`config.mk`:
```
export PLATFORM = sky130hd
export DESIGN_NAME = ebm_ctrl
export DESIGN_NICKNAME = d
export VERILOG_FILES = /design/src/verilog/ebm_pkg.sv /design/src/verilog/ebm_dec_if.sv /design/src/verilog/ebm_ctrl.sv /design/src/verilog/ebm_addr_dec.sv
export VERILOG_INCLUDE_DIRS = /design/src /design/src/verilog
export SDC_FILE = /design/constraint.sdc
export NUM_CORES = 1
export LEC_CHECK = 0
export BUFFER_PORTS_ARGS = -buffer_cell sky130_fd_sc_hd__buf_2
export CORE_ASPECT_RATIO = 0.8
export CORE_MARGIN = 2
export CORE_UTILIZATION = 40
export DETAILED_ROUTE_END_ITERATION = 8
export PLACE_DENSITY = 0.76
export SLEW_MARGIN = 20
export SYNTH_ARGS = -nofsm -noshare
export SYNTH_HDL_FRONTEND = slang
export SYNTH_HIERARCHICAL = 1
export SYNTH_SLANG_ARGS = --single-unit
export TNS_END_PERCENT = 20
```
`constraint.sdc`:
```
create_clock -name ref_clk -period 3.05 [get_ports ref_clk]
set_input_delay 0.4575 -clock ref_clk [delete_from_list [all_inputs] [get_ports ref_clk]]
set_output_delay 0.4575 -clock ref_clk [all_outputs]
set_load 0.02 [all_outputs]
```
`src/verilog/ebm_regs.svh`:
```
// ebm_regs.svh: address map, field positions and reset values for the
// external bus mode controller.
// assumes: included by its bare name; plain definitions only.
`ifndef EBM_REGS_SVH
`define EBM_REGS_SVH
`define EBM_PHYS_W        24
`define EBM_ROM_LO        24'h000000
`define EBM_ROM_HI        24'h00bfff
`define EBM_COMMON_HI     24'h007fff
`define EBM_INT_TOP_LO    24'h00f000
`define EBM_INT_TOP_HI    24'h00ffff
`define EBM_WIN64_HI      24'h00efff
`define EBM_PAGE0_HI      24'h00ffff
`define EBM_MCU_EXT_LO    24'h080000
`define EBM_MCU_EXT_HI    24'h27ffff
`define EBM_MPU_EXT_HI    24'h1fffff
`define EBM_CE_FIXED_SH   19
`define EBM_BUS_MODE_RST  2'h0
`define EBM_DEF_MPU_MODE  2'h1
`endif

```
`src/verilog/ebm_pkg.sv`:
```
// ebm_pkg.sv: types shared by the bus mode controller and its decoder.
// assumes: nothing beyond the compile order.
`default_nettype none
package ebm_pkg;
  typedef enum logic [1:0] {
    EBM_SINGLE   = 2'h0,
    EBM_EXP64    = 2'h1,
    EBM_EXP512MN = 2'h2,
    EBM_EXP512MX = 2'h3
  } ebm_bus_mode_t;
  typedef enum logic [1:0] {
    EBM_CE_8K  = 2'h0,
    EBM_CE_16K = 2'h1,
    EBM_CE_32K = 2'h2,
    EBM_CE_64K = 2'h3
  } ebm_ce_size_t;
endpackage : ebm_pkg
`default_nettype wire

```
`src/verilog/ebm_dec_if.sv`:
```
// ebm_dec_if.sv: carrier between the controller and its address decoder.
// assumes: both ends sit on the same clock.
`include "ebm_regs.svh"
`timescale 1ns/10ps
`default_nettype none
interface ebm_dec_if;
  import ebm_pkg::*;
  logic                     boot_rom;
  ebm_bus_mode_t            mode;
  ebm_ce_size_t             ce_size;
  logic [`EBM_PHYS_W-1:0]   addr;
  logic                     is_ext;
  logic                     is_valid;
  logic [3:0]               ce_sel;
  modport ctl (output boot_rom, mode, ce_size, addr,
               input  is_ext, is_valid, ce_sel);
  modport dec (input  boot_rom, mode, ce_size, addr,
               output is_ext, is_valid, ce_sel);
endinterface : ebm_dec_if
`default_nettype wire

```
`src/verilog/ebm_ctrl.sv`:
```
// ebm_ctrl.sv: external bus mode controller; boot latch, bus mode,
// pin sharing between port bits and the external bus.
// assumes: core gives one access per cycle on acc_*, same clock;
// the boot pin is asynchronous and is synchronised here.
//
// Summary of operation
// - boot pin high selects internal rom, external memory still allowed.
// - boot pin low releases the rom area to external memory.
// - boot pin level caught when reset releases; new level needs reset.
// - internal accesses in rom mode drive no strobes; data lines float.
// - external boot: rom range goes external, other internal stays quiet.
// - rom mode: internal rom holds vectors at start of program memory.
// - rom mode starts single chip; external after software sets mode.
// - external boot starts from external memory, mode from option.
// - four bus modes selectable by software.
// - single chip mode refused while in external boot.
// - single chip: all bus pins but the chip enables are general ports; chip enables held high.
// - single chip: only internal addresses under 64k are valid.
// - expanded 64k only in external boot, window to 00efff.
// - top 4k of first 64k always internal in expanded modes.
// - expanded 64k offers four chip-enable range sizes.
// - 512k modes work in both boots, map high or from zero.
// - 512k minimum runs core in minimum addressing.
// - 512k maximum runs core in maximum addressing.
// - 512k modes: each chip enable covers a fixed 512k.
// - data lines are port pins in single chip, data bus otherwise.
// - detached port data and direction stay general storage.
// - address pins: ports, low 16 in 64k, all 19 in 512k modes.
// - detached address port registers stay general storage.
// - strobes share two port bits and fire only externally.
`include "ebm_regs.svh"
`timescale 1ns/10ps
`default_nettype none
module ebm_ctrl
  import ebm_pkg::*;
#(
  parameter logic [1:0] MPU_BOOT_MODE = `EBM_DEF_MPU_MODE
)(
  input  wire logic                   ref_clk,
  input  wire logic                   rst_b,
  input  wire logic                   boot_source_select_pin,
  // software mode writes
  input  wire logic                   mode_wr,
  input  wire logic [1:0]             mode_wdata,
  input  wire logic [1:0]             ce_size_wdata,
  output logic [1:0]                  bus_mode,
  output logic [1:0]                  ce_size,
  output logic                        boot_rom_mode,
  output logic                        core_max_mode,
  // core access
  input  wire logic                   acc_req,
  input  wire logic                   acc_wr,
  input  wire logic [`EBM_PHYS_W-1:0] acc_addr,
  input  wire logic [7:0]             acc_wdata,
  output logic                        acc_ext,
  output logic                        acc_invalid,
  output logic [7:0]                  acc_rdata,
  // port registers written by software
  input  wire logic [7:0]             shared_bidir_port_bits,
  input  wire logic [7:0]             bidir_dir,
  input  wire logic [7:0]             low_address_port_bits,
  input  wire logic [7:0]             mid_address_port_bits,
  input  wire logic [2:0]             upper_address_port_bits,
  input  wire logic                   read_strobe_port_bit,
  input  wire logic                   write_strobe_port_bit,
  input  wire logic [20:0]            out_port_hiz,
  output logic [7:0]                  bidir_port_in,
  // pins
  input  wire logic [7:0]             external_data_lines_i,
  output logic [7:0]                  external_data_lines_o,
  output logic [7:0]                  external_data_lines_oe,
  output logic [18:0]                 external_address_lines,
  output logic [18:0]                 external_address_lines_oe,
  output logic                        read_strobe_b,
  output logic                        read_strobe_oe,
  output logic                        write_strobe_b,
  output logic                        write_strobe_oe,
  output logic [3:0]                  chip_enable_b
);
  ebm_dec_if dif ();

  logic                boot_s1_q;
  logic                boot_s2_q;
  logic                boot_rom_q;
  logic                armed_q;
  ebm_bus_mode_t       mode_q;
  ebm_ce_size_t        ce_size_q;
  logic [7:0]          din_s1_q;
  logic [7:0]          din_s2_q;
  logic                ext_q;
  logic                wr_q;
  logic [18:0]         addr_q;
  logic [7:0]          wdata_q;
  logic [3:0]          ce_q;
  logic [7:0]          rdata_q;
  logic                rd_p1_q;
  logic                rd_p2_q;
  logic                inval_q;
  logic                bus_on;
  logic                addr_hi_on;
  ebm_bus_mode_t       mode_req;

  ebm_addr_dec u_dec (
    .d (dif.dec)
  );

  assign dif.boot_rom = boot_rom_q;
  assign dif.mode     = mode_q;
  assign dif.ce_size  = ce_size_q;
  assign dif.addr     = acc_addr;

  // boot pin synchroniser; runs through reset so that it already holds
  // the pin level when reset lifts; reset must span two clock edges
  always_ff @(posedge ref_clk) begin
    boot_s1_q <= boot_source_select_pin;
    boot_s2_q <= boot_s1_q;
  end

  // boot level caught once after reset release; frozen until next reset
  always_ff @(posedge ref_clk or negedge rst_b) begin
    if (!rst_b) begin
      armed_q    <= 1'b1;
      boot_rom_q <= 1'b1;
    end else if (armed_q) begin
      armed_q    <= 1'b0;
      boot_rom_q <= boot_s2_q;
    end
  end

  // requested mode as written; illegal combinations are held off at the mode write
  always_comb begin
    mode_req = ebm_bus_mode_t'(mode_wdata);
  end

  // bus mode: rom boot starts single chip, external boot from option
  always_ff @(posedge ref_clk or negedge rst_b) begin
    if (!rst_b) begin
      mode_q    <= ebm_bus_mode_t'(`EBM_BUS_MODE_RST);
      ce_size_q <= EBM_CE_8K;
    end else if (armed_q) begin
      mode_q <= boot_s2_q ? ebm_bus_mode_t'(`EBM_BUS_MODE_RST)
                          : ebm_bus_mode_t'(MPU_BOOT_MODE);
    end else if (mode_wr) begin
      ce_size_q <= ebm_ce_size_t'(ce_size_wdata);
      // single chip needs rom boot, 64k needs external boot
      if (!(mode_req == EBM_SINGLE && !boot_rom_q) &&
          !(mode_req == EBM_EXP64 && boot_rom_q))
        mode_q <= mode_req;
    end
  end

  // sampled data pins for reads and port input
  always_ff @(posedge ref_clk or negedge rst_b) begin
    if (!rst_b) begin
      din_s1_q <= 8'h00;
      din_s2_q <= 8'h00;
    end else begin
      din_s1_q <= external_data_lines_i;
      din_s2_q <= din_s1_q;
    end
  end

  // access stage: decode decides before any strobe or driver turns on
  always_ff @(posedge ref_clk or negedge rst_b) begin
    if (!rst_b) begin
      ext_q   <= 1'b0;
      wr_q    <= 1'b0;
      addr_q  <= 19'h00000;
      wdata_q <= 8'h00;
      ce_q    <= 4'h0;
      inval_q <= 1'b0;
    end else begin
      ext_q   <= acc_req && dif.is_ext;
      wr_q    <= acc_wr;
      inval_q <= acc_req && !dif.is_valid;
      ce_q    <= acc_req ? dif.ce_sel : 4'h0;
      if (acc_req) begin
        addr_q  <= acc_addr[18:0];
        wdata_q <= acc_wdata;
      end
    end
  end

  // read pending: pins seen at the end of the strobe cycle need two
  // more edges through the synchroniser before they can be taken
  always_ff @(posedge ref_clk or negedge rst_b) begin
    if (!rst_b) begin
      rd_p1_q <= 1'b0;
      rd_p2_q <= 1'b0;
    end else begin
      rd_p1_q <= ext_q && !wr_q;
      rd_p2_q <= rd_p1_q;
    end
  end

  // read data: costs two cycles of latency, but never takes stale pins
  always_ff @(posedge ref_clk or negedge rst_b) begin
    if (!rst_b)
      rdata_q <= 8'h00;
    else if (rd_p2_q)
      rdata_q <= din_s2_q;
  end

  // pin function by mode
  assign bus_on     = (mode_q != EBM_SINGLE);
  assign addr_hi_on = (mode_q == EBM_EXP512MN) ||
                      (mode_q == EBM_EXP512MX);

  // port registers stay outside; detached bits keep their storage
  always_comb begin
    if (bus_on) begin
      external_data_lines_o  = wdata_q;
      external_data_lines_oe = {8{ext_q && wr_q}}; // float otherwise
    end else begin
      external_data_lines_o  = shared_bidir_port_bits;
      external_data_lines_oe = bidir_dir;
    end
    external_address_lines[15:0]    = bus_on ? addr_q[15:0] :
        {mid_address_port_bits, low_address_port_bits};
    external_address_lines_oe[15:0] = bus_on ? 16'hffff : ~out_port_hiz[15:0];
    external_address_lines[18:16]    = addr_hi_on ? addr_q[18:16] :
                                       upper_address_port_bits;
    external_address_lines_oe[18:16] = addr_hi_on ? 3'h7 :
                                       ~out_port_hiz[18:16];
  end

  // strobes only for external cycles; active low
  always_comb begin
    if (bus_on) begin
      read_strobe_b   = !(ext_q && !wr_q);
      write_strobe_b  = !(ext_q && wr_q);
      read_strobe_oe  = 1'b1;
      write_strobe_oe = 1'b1;
    end else begin
      read_strobe_b   = read_strobe_port_bit;
      write_strobe_b  = write_strobe_port_bit;
      read_strobe_oe  = !out_port_hiz[19];
      write_strobe_oe = !out_port_hiz[20];
    end
    chip_enable_b = bus_on ? ~(ce_q & {4{ext_q}}) : 4'hf;
  end

  // rom boot keeps vectors in internal rom; flag for the core map
  assign boot_rom_mode = boot_rom_q;
  assign core_max_mode = (mode_q == EBM_EXP512MX);
  assign bus_mode      = mode_q;
  assign ce_size       = ce_size_q;
  assign bidir_port_in = din_s2_q;
  assign acc_ext       = ext_q;
  assign acc_invalid   = inval_q;
  assign acc_rdata     = rdata_q;
endmodule : ebm_ctrl
`default_nettype wire

```
`src/verilog/ebm_addr_dec.sv`:
```
// ebm_addr_dec.sv: combinational internal/external address classifier
// with chip-enable range selection.
// assumes: mode and boot selection are already stable flip-flop values.
`include "ebm_regs.svh"
`timescale 1ns/10ps
`default_nettype none
module ebm_addr_dec
  import ebm_pkg::*;
(
  ebm_dec_if.dec d
);
  logic [23:0] a;
  logic        in_rom;
  logic        in_top;
  assign a      = d.addr;
  assign in_rom = (a <= `EBM_ROM_HI);
  assign in_top = (a >= `EBM_INT_TOP_LO) && (a <= `EBM_INT_TOP_HI);

  // external only where the window allows; top 4k never leaves the chip
  always_comb begin
    d.is_ext   = 1'b0;
    d.is_valid = 1'b0;
    d.ce_sel   = 4'h0;
    unique case (d.mode)
      EBM_SINGLE: begin
        d.is_valid = (a <= `EBM_PAGE0_HI) && (in_rom || in_top);
      end
      EBM_EXP64: begin
        d.is_valid = (a <= `EBM_PAGE0_HI);
        d.is_ext   = !d.boot_rom && (a <= `EBM_WIN64_HI);
        if (d.is_ext) begin
          unique case (d.ce_size)
            EBM_CE_8K:  d.ce_sel = (a[15:13] < 3'h4) ?
                                   (4'h1 << a[14:13]) : 4'h0;
            EBM_CE_16K: d.ce_sel = 4'h1 << a[15:14];
            EBM_CE_32K: d.ce_sel = 4'h1 << a[15];
            EBM_CE_64K: d.ce_sel = 4'h1;
          endcase
        end
      end
      EBM_EXP512MN, EBM_EXP512MX: begin
        if (d.boot_rom) begin
          d.is_ext = (a >= `EBM_MCU_EXT_LO) && (a <= `EBM_MCU_EXT_HI);
          d.is_valid = d.is_ext || in_rom || in_top;
          // ce0 sits at the top in this map, rest in 512k steps
          if (d.is_ext)
            d.ce_sel = (a[21:19] == 3'h4) ? 4'h1 : (4'h1 << a[20:19]);
        end else begin
          d.is_ext   = (a <= `EBM_MPU_EXT_HI) && !in_top;
          d.is_valid = d.is_ext || in_top;
          if (d.is_ext)
            d.ce_sel = 4'h1 << a[20:19];
        end
      end
    endcase
  end
endmodule : ebm_addr_dec
`default_nettype wire

```
; ---- Word level (Yosys, flattened, before mapping)
; Cells that the tools add are included.
[totals]
word_cells = 106
out_inout_bits = 86
in_bits = 108
reg_bits = 68
[classes]
reduce_logical = 36
bitwise = 5
order_cmp = 8
muxes = 28
eq_ne = 8
shift = 4
[op_table]
columns = cell, n
row1 = <= comparator 24 x 16 -> 1 bit (second input constant), 3
row2 = two-way mux 16 bit, 2
row3 = two-way mux 4 bit, 8
row4 = greater-or-equal comparator 24 x 16 -> 1 bit (second input constant), 1
row5 = greater-or-equal comparator 24 x 20 -> 1 bit (second input constant), 1
row6 = <= comparator 24 x 21 -> 1 bit (second input constant), 1
row7 = <= comparator 24 x 22 -> 1 bit (second input constant), 1
row8 = two-way mux 8 bit, 2
row9 = NOT 16 bit, 1
row10 = one-hot mux 4 bit (4 select lines), 1
row11 = logical AND 1 bit, 12
row12 = left shift 1 x 2 -> 4 bit (first input constant), 3
row13 = logical NOT 1 bit, 10
row14 = == test 2 bit (second input constant), 4
row15 = one-hot mux 4 bit (2 select lines), 1
row16 = two-way mux 1 bit, 7
row17 = == test 2 x 1 -> 1 bit (second input constant), 3
row18 = logical NOT 2 bit, 3
row19 = two-way mux 2 bit, 3
row20 = two-way mux 3 bit, 2
row21 = nonzero test 2 bit, 3
row22 = logical OR 1 bit, 5
row23 = bitwise AND 4 bit, 1
row24 = NOT 4 bit, 1
row25 = other kinds (9), 10

; ---- Depth between registers and ports, before layout
[depth]
word_depth = 9
ltp_mapped = 7
mapped_depth_nobuf = 7

; ---- Modules after synthesis
; Netlist, hierarchy kept.
[by_module_without_submodules]
columns = mod, seq_area_each_um2, cells_each, area_each_um2, n_inst
row1 = ebm_ctrl, 1694.1, 258, 2826.5, 1
row2 = ebm_addr_dec, 0.0, 44, 295.3, 1

; ---- Worst setup path before layout
; OpenSTA, ideal clock, no wires.
[synth_path]
path_type = register to output
startpoint = register mode_q[1], in the netlist bus_mode[1]
endpoint = output port write_strobe_b
t_required_ps = 2592
path_slack_ps = 1008
path_buffers = 3
path_stages_with_launch = 7
arrival_ps = 1585
cell_sequence = dfrtp_1 > buf_6 > or2_1 > buf_2 > and3_4 > buf_6 > nor2_1
[synth_between]
elab_chain_cells = 2
[synth_rtl]
columns = element, line_no
row1 = "start, declared", ebm_ctrl.sv:86  ; ebm_bus_mode_t mode_q;
row2 = "start signal, assigned", ebm_ctrl.sv:138  ; mode_q <= ebm_bus_mode_t'(`EBM_BUS_MODE_RST);
row3 = "start signal, assigned", ebm_ctrl.sv:141  ; mode_q <= boot_s2_q ? ebm_bus_mode_t'(`EBM_BUS_MODE_RST)
row4 = "start signal, assigned", ebm_ctrl.sv:148  ; mode_q <= mode_req;
row5 = nonzero test 2 bit, ebm_ctrl.sv:205  ; assign bus_on = (mode_q != EBM_SINGLE);
row6 = two-way mux 1 bit, ebm_ctrl.sv:229  ; if (bus_on) begin
row7 = "end, declared", ebm_ctrl.sv:76  ; output logic write_strobe_b,
; Every way passes these cells.

; ---- Worst setup path after layout
[layout_path]
startpoint = register mode_q[1], in the netlist bus_mode[1]
endpoint = output port external_address_lines[15]
[layout_between]
elab_chain_cells = 2
[layout_rtl]
columns = element, line_no
row1 = nonzero test 2 bit, ebm_ctrl.sv:205
row2 = two-way mux 16 bit, ebm_ctrl.sv:218  ; external_address_lines[15:0] = bus_on ? addr_q[15:0] :
row3 = "end, declared", ebm_ctrl.sv:72  ; output logic [18:0] external_address_lines,
; Every way passes these cells.

==> qor.txt <==
Clock-pin slew on the worst setup and hold paths - 0.08 ns
Worst-margin pin slew - 0.690 ns
Synth cell types - 38
Initial Utilization - 41.6%
Die ar. - 0.00853 sq mm
Tot GR Track Use - 20.0%
Post-synth EDFFs - 0
Reg2Reg Depth - 7
Async SR Flop Fraction - 97.1%
PortBufs - 193
Via count - 2841
Final hold slack - 0.134 ns
Overall power - 0.00245 W
Worst slew margin - 54.0%
Worst VDD drop - 0.000361 V
Initial antenna violation count - 0
Setup crit start kind - register
CTS Sinks - 68
Crit share post-route - 77.8%
Setup-failing EPs final - 0
Cell area after synthesis - 0.00312 sq mm
Synth Register Bits - 68
Largest net degree at the start of global routing - 51
Height of the die - 83.0 um
Pwr dens - 557 mW/mm^2
Register area share after synthesis - 54.3%
Mapped Nets - 413
Pins Over Slew Limit - 0
Post-DP HPWL - 6400 um
Area Growth Syn to Fin - 41.2%
Worst Setup Path Type - register to output pin
Hold buffers post-CTS - 0
Status - finished, final reports clean
Maxcap violations - 0
Standard-cell row count - 28
Residual DRC - 0
Vias/cell - 4.70
Yosys top cell by area - dfrtp_1
Synth area leaders - dfrtp_1 (51%), mux2_2 (15%), nand2_1 (12%)
CTS tree - yes
Htree depth - 3
Routed len/inst - 13.6 um
Core footprint - 0.00750 sq mm
R2R Setup Slk - 1.40 ns
Drt pass-1 iters - 4
Final Skew - 0.00755 ns
GRT overflow - 0
Top FF cell, synth - dfrtp_1
Yosys warns - 6
Routed WL - 8240 um
Setup Fix Bufs, Post-CTS - 0
Top Ports - 194
RR Endpoint - ce_q[0]
RSZ-0062 raised after global routing - no
Syn Area/Cell - 10.3 sq um
Worst EP arrival - 1.91 ns
Post-Syn Instances - 302
Antenna diode count - 0
Final Hold Vio Count - 0
Antenna viol nets, final - 0
Max Freq - 0.422 GHz
Setup_tns - 0 ns
P_leak - 2.38 nW
CTS Buf Count - 9
First DRT Iteration DRCs - 65
Share of cells above drive strength 1 - 51.9%
Hold Path Class - input port to async pin
Final GP Congestion - 0.827
Critical path peak fanout - 29
Max clock buf depth - 2
Vias in the first global route - 2730
Crit. End Element - output pin
Critical Path RT - 2.59 ns
Final net count - 605
Die X - 103 um
CTS Root Cell - clkbuf_8
First-pass GRT wire length - 13200 um
FF-to-FF Start - ce_size[0]
Clk Latency, worst-skew pair - 0.34 ns
Post-CTS sizing - 0
Crit path time final - 2.37 ns
Post-synth top area share - 51.3%
-- cells in the mapped netlist, types with 2 or more instances --
library cell  number
or2b_1             2
a21oi_1            3
nand2_1           98
dfrtp_1           64
nand3_1            5
clkbuf_1          11
nor2b_1            4
a21o_1             8
inv_1              6
buf_6              2
o22ai_1            5
ha_1               3
nor3_1             3
nor2_1             6
buf_2              3
o21ai_0            2
a31oi_1            2
and2_1             6
dfstp_2            2
or2_1              2
nand3b_1           2
dfxtp_1            2
nand2b_1           5
mux2_2            41
a2bb2oi_1          2
-- routing by layer --
layer	up-vias	wire, um	global-route usage, %	part of all wire [%]
met5	-	0	0	0
met4	0	149	6.82	1.8
met3	13	559	6.82	6.8
met2	98	4320	34.5	52
met1	1343	3210	22.9	39
li1	1387	-	-	-
-- cell families (layout without fill, tap and decap cells) --
kind of cell	after synthesis	in the layout	synth area share (%)
muxes	41	41	14.8
adders and majority gates	3	3	1.20
and+or+nand+nor	138	138	19.5
xor gates and xnor gates	2	2	0.561
other	1	1	0.120
AOI/OAI and AO/OA	27	27	6.29
DFF	68	68	54.3
buffers and inverters	22	219	3.25
-- critical path, cell delays in order, from the launching register on --
cell and delay, ns:
dfrtp_1 0.63, or2_1 0.25, buf_4 0.32, nand2_1 0.13, nand2_1 0.08, buf_2 0.16
-- placed cells by master (no fill, tap or decap), drive strengths merged, types with 2 or more instances in the layout --
cell and count:
o21ai 2, or2b 2, a31oi 2, nand3b 2, buf 197, nand2 98
dfxtp 2, a2bb2oi 2, and2 6, bufinv 2, nor2 6, dfstp 2
a32oi 2, clkbuf 9, nand2b 5, inv 9, a21o 8, or2 2
dfrtp 64, o22ai 5, nor3 3, nor2b 4, mux2 41, a21oi 3
ha 3, nand3 5
-- cell type report --
| cell class | count | area, sq um |
|---|---|---|
| Fill cell | 700 | 3090 |
| Sequential cell | 68 | 1690 |
| Multi-Input combinational cell | 212 | 1330 |
| Timing Repair Buffer | 197 | 996 |
| Tap cell | 105 | 131 |
| Clock buffer | 9 | 124 |
| Clock inverter | 7 | 108 |
| Inverter | 6 | 22.5 |
-- worst max path at each step --
stage	start	endpoint	slack, ns
floorplan	bus_mode[1]	write_strobe_b	1.01
global placement	bus_mode[1]	external_address_lines[15]	1.05
detailed placement	bus_mode[1]	external_address_lines[15]	1.02
CTS	bus_mode[1]	external_address_lines[15]	0.63
global route	bus_mode[1]	external_address_lines[15]	0.47
finish	bus_mode[1]	external_address_lines[15]	0.68
-- registers in the layout (all words and copies together) (netlist names) --
| register | cells |
|---|---|
| wdata_q | 8 |
| boot_s2_q | 1 |
| ce_q | 4 |
| ce_size | 2 |
| acc_rdata | 8 |
| din_s1_q | 8 |
| wr_q | 1 |
| rd_p1_q | 1 |
| bus_mode | 2 |
| armed_q | 1 |
| addr_q | 19 |
| acc_invalid | 1 |
| boot_s1_q | 1 |
| boot_rom_mode | 1 |
| rd_p2_q | 1 |
| acc_ext | 1 |
| bidir_port_in | 8 |
-- power by group --
| part | total, W | switching [W] | internal, W |
|---|---|---|---|
| registers | 0.00102 | 0.0000464 | 0.000976 |
| clock network | 0.000843 | 0.000368 | 0.000475 |
| logic | 0.000588 | 0.000347 | 0.000241 |
| total | 0.00245 | 0.000762 | 0.00169 |
-- stage by stage --
stage               area (sq um)  cells  util [%]  setup slack (ns)
floorplan                   3120    302         -              1.01
global placement            4180    588      55.7              1.05
detailed placement          4180    588      55.7              1.02
CTS                         4410    604      58.8             0.634
global route                4410    604      58.8             0.472
finish                      4410    604      58.8             0.678
(Power assumes the default switching activity.)
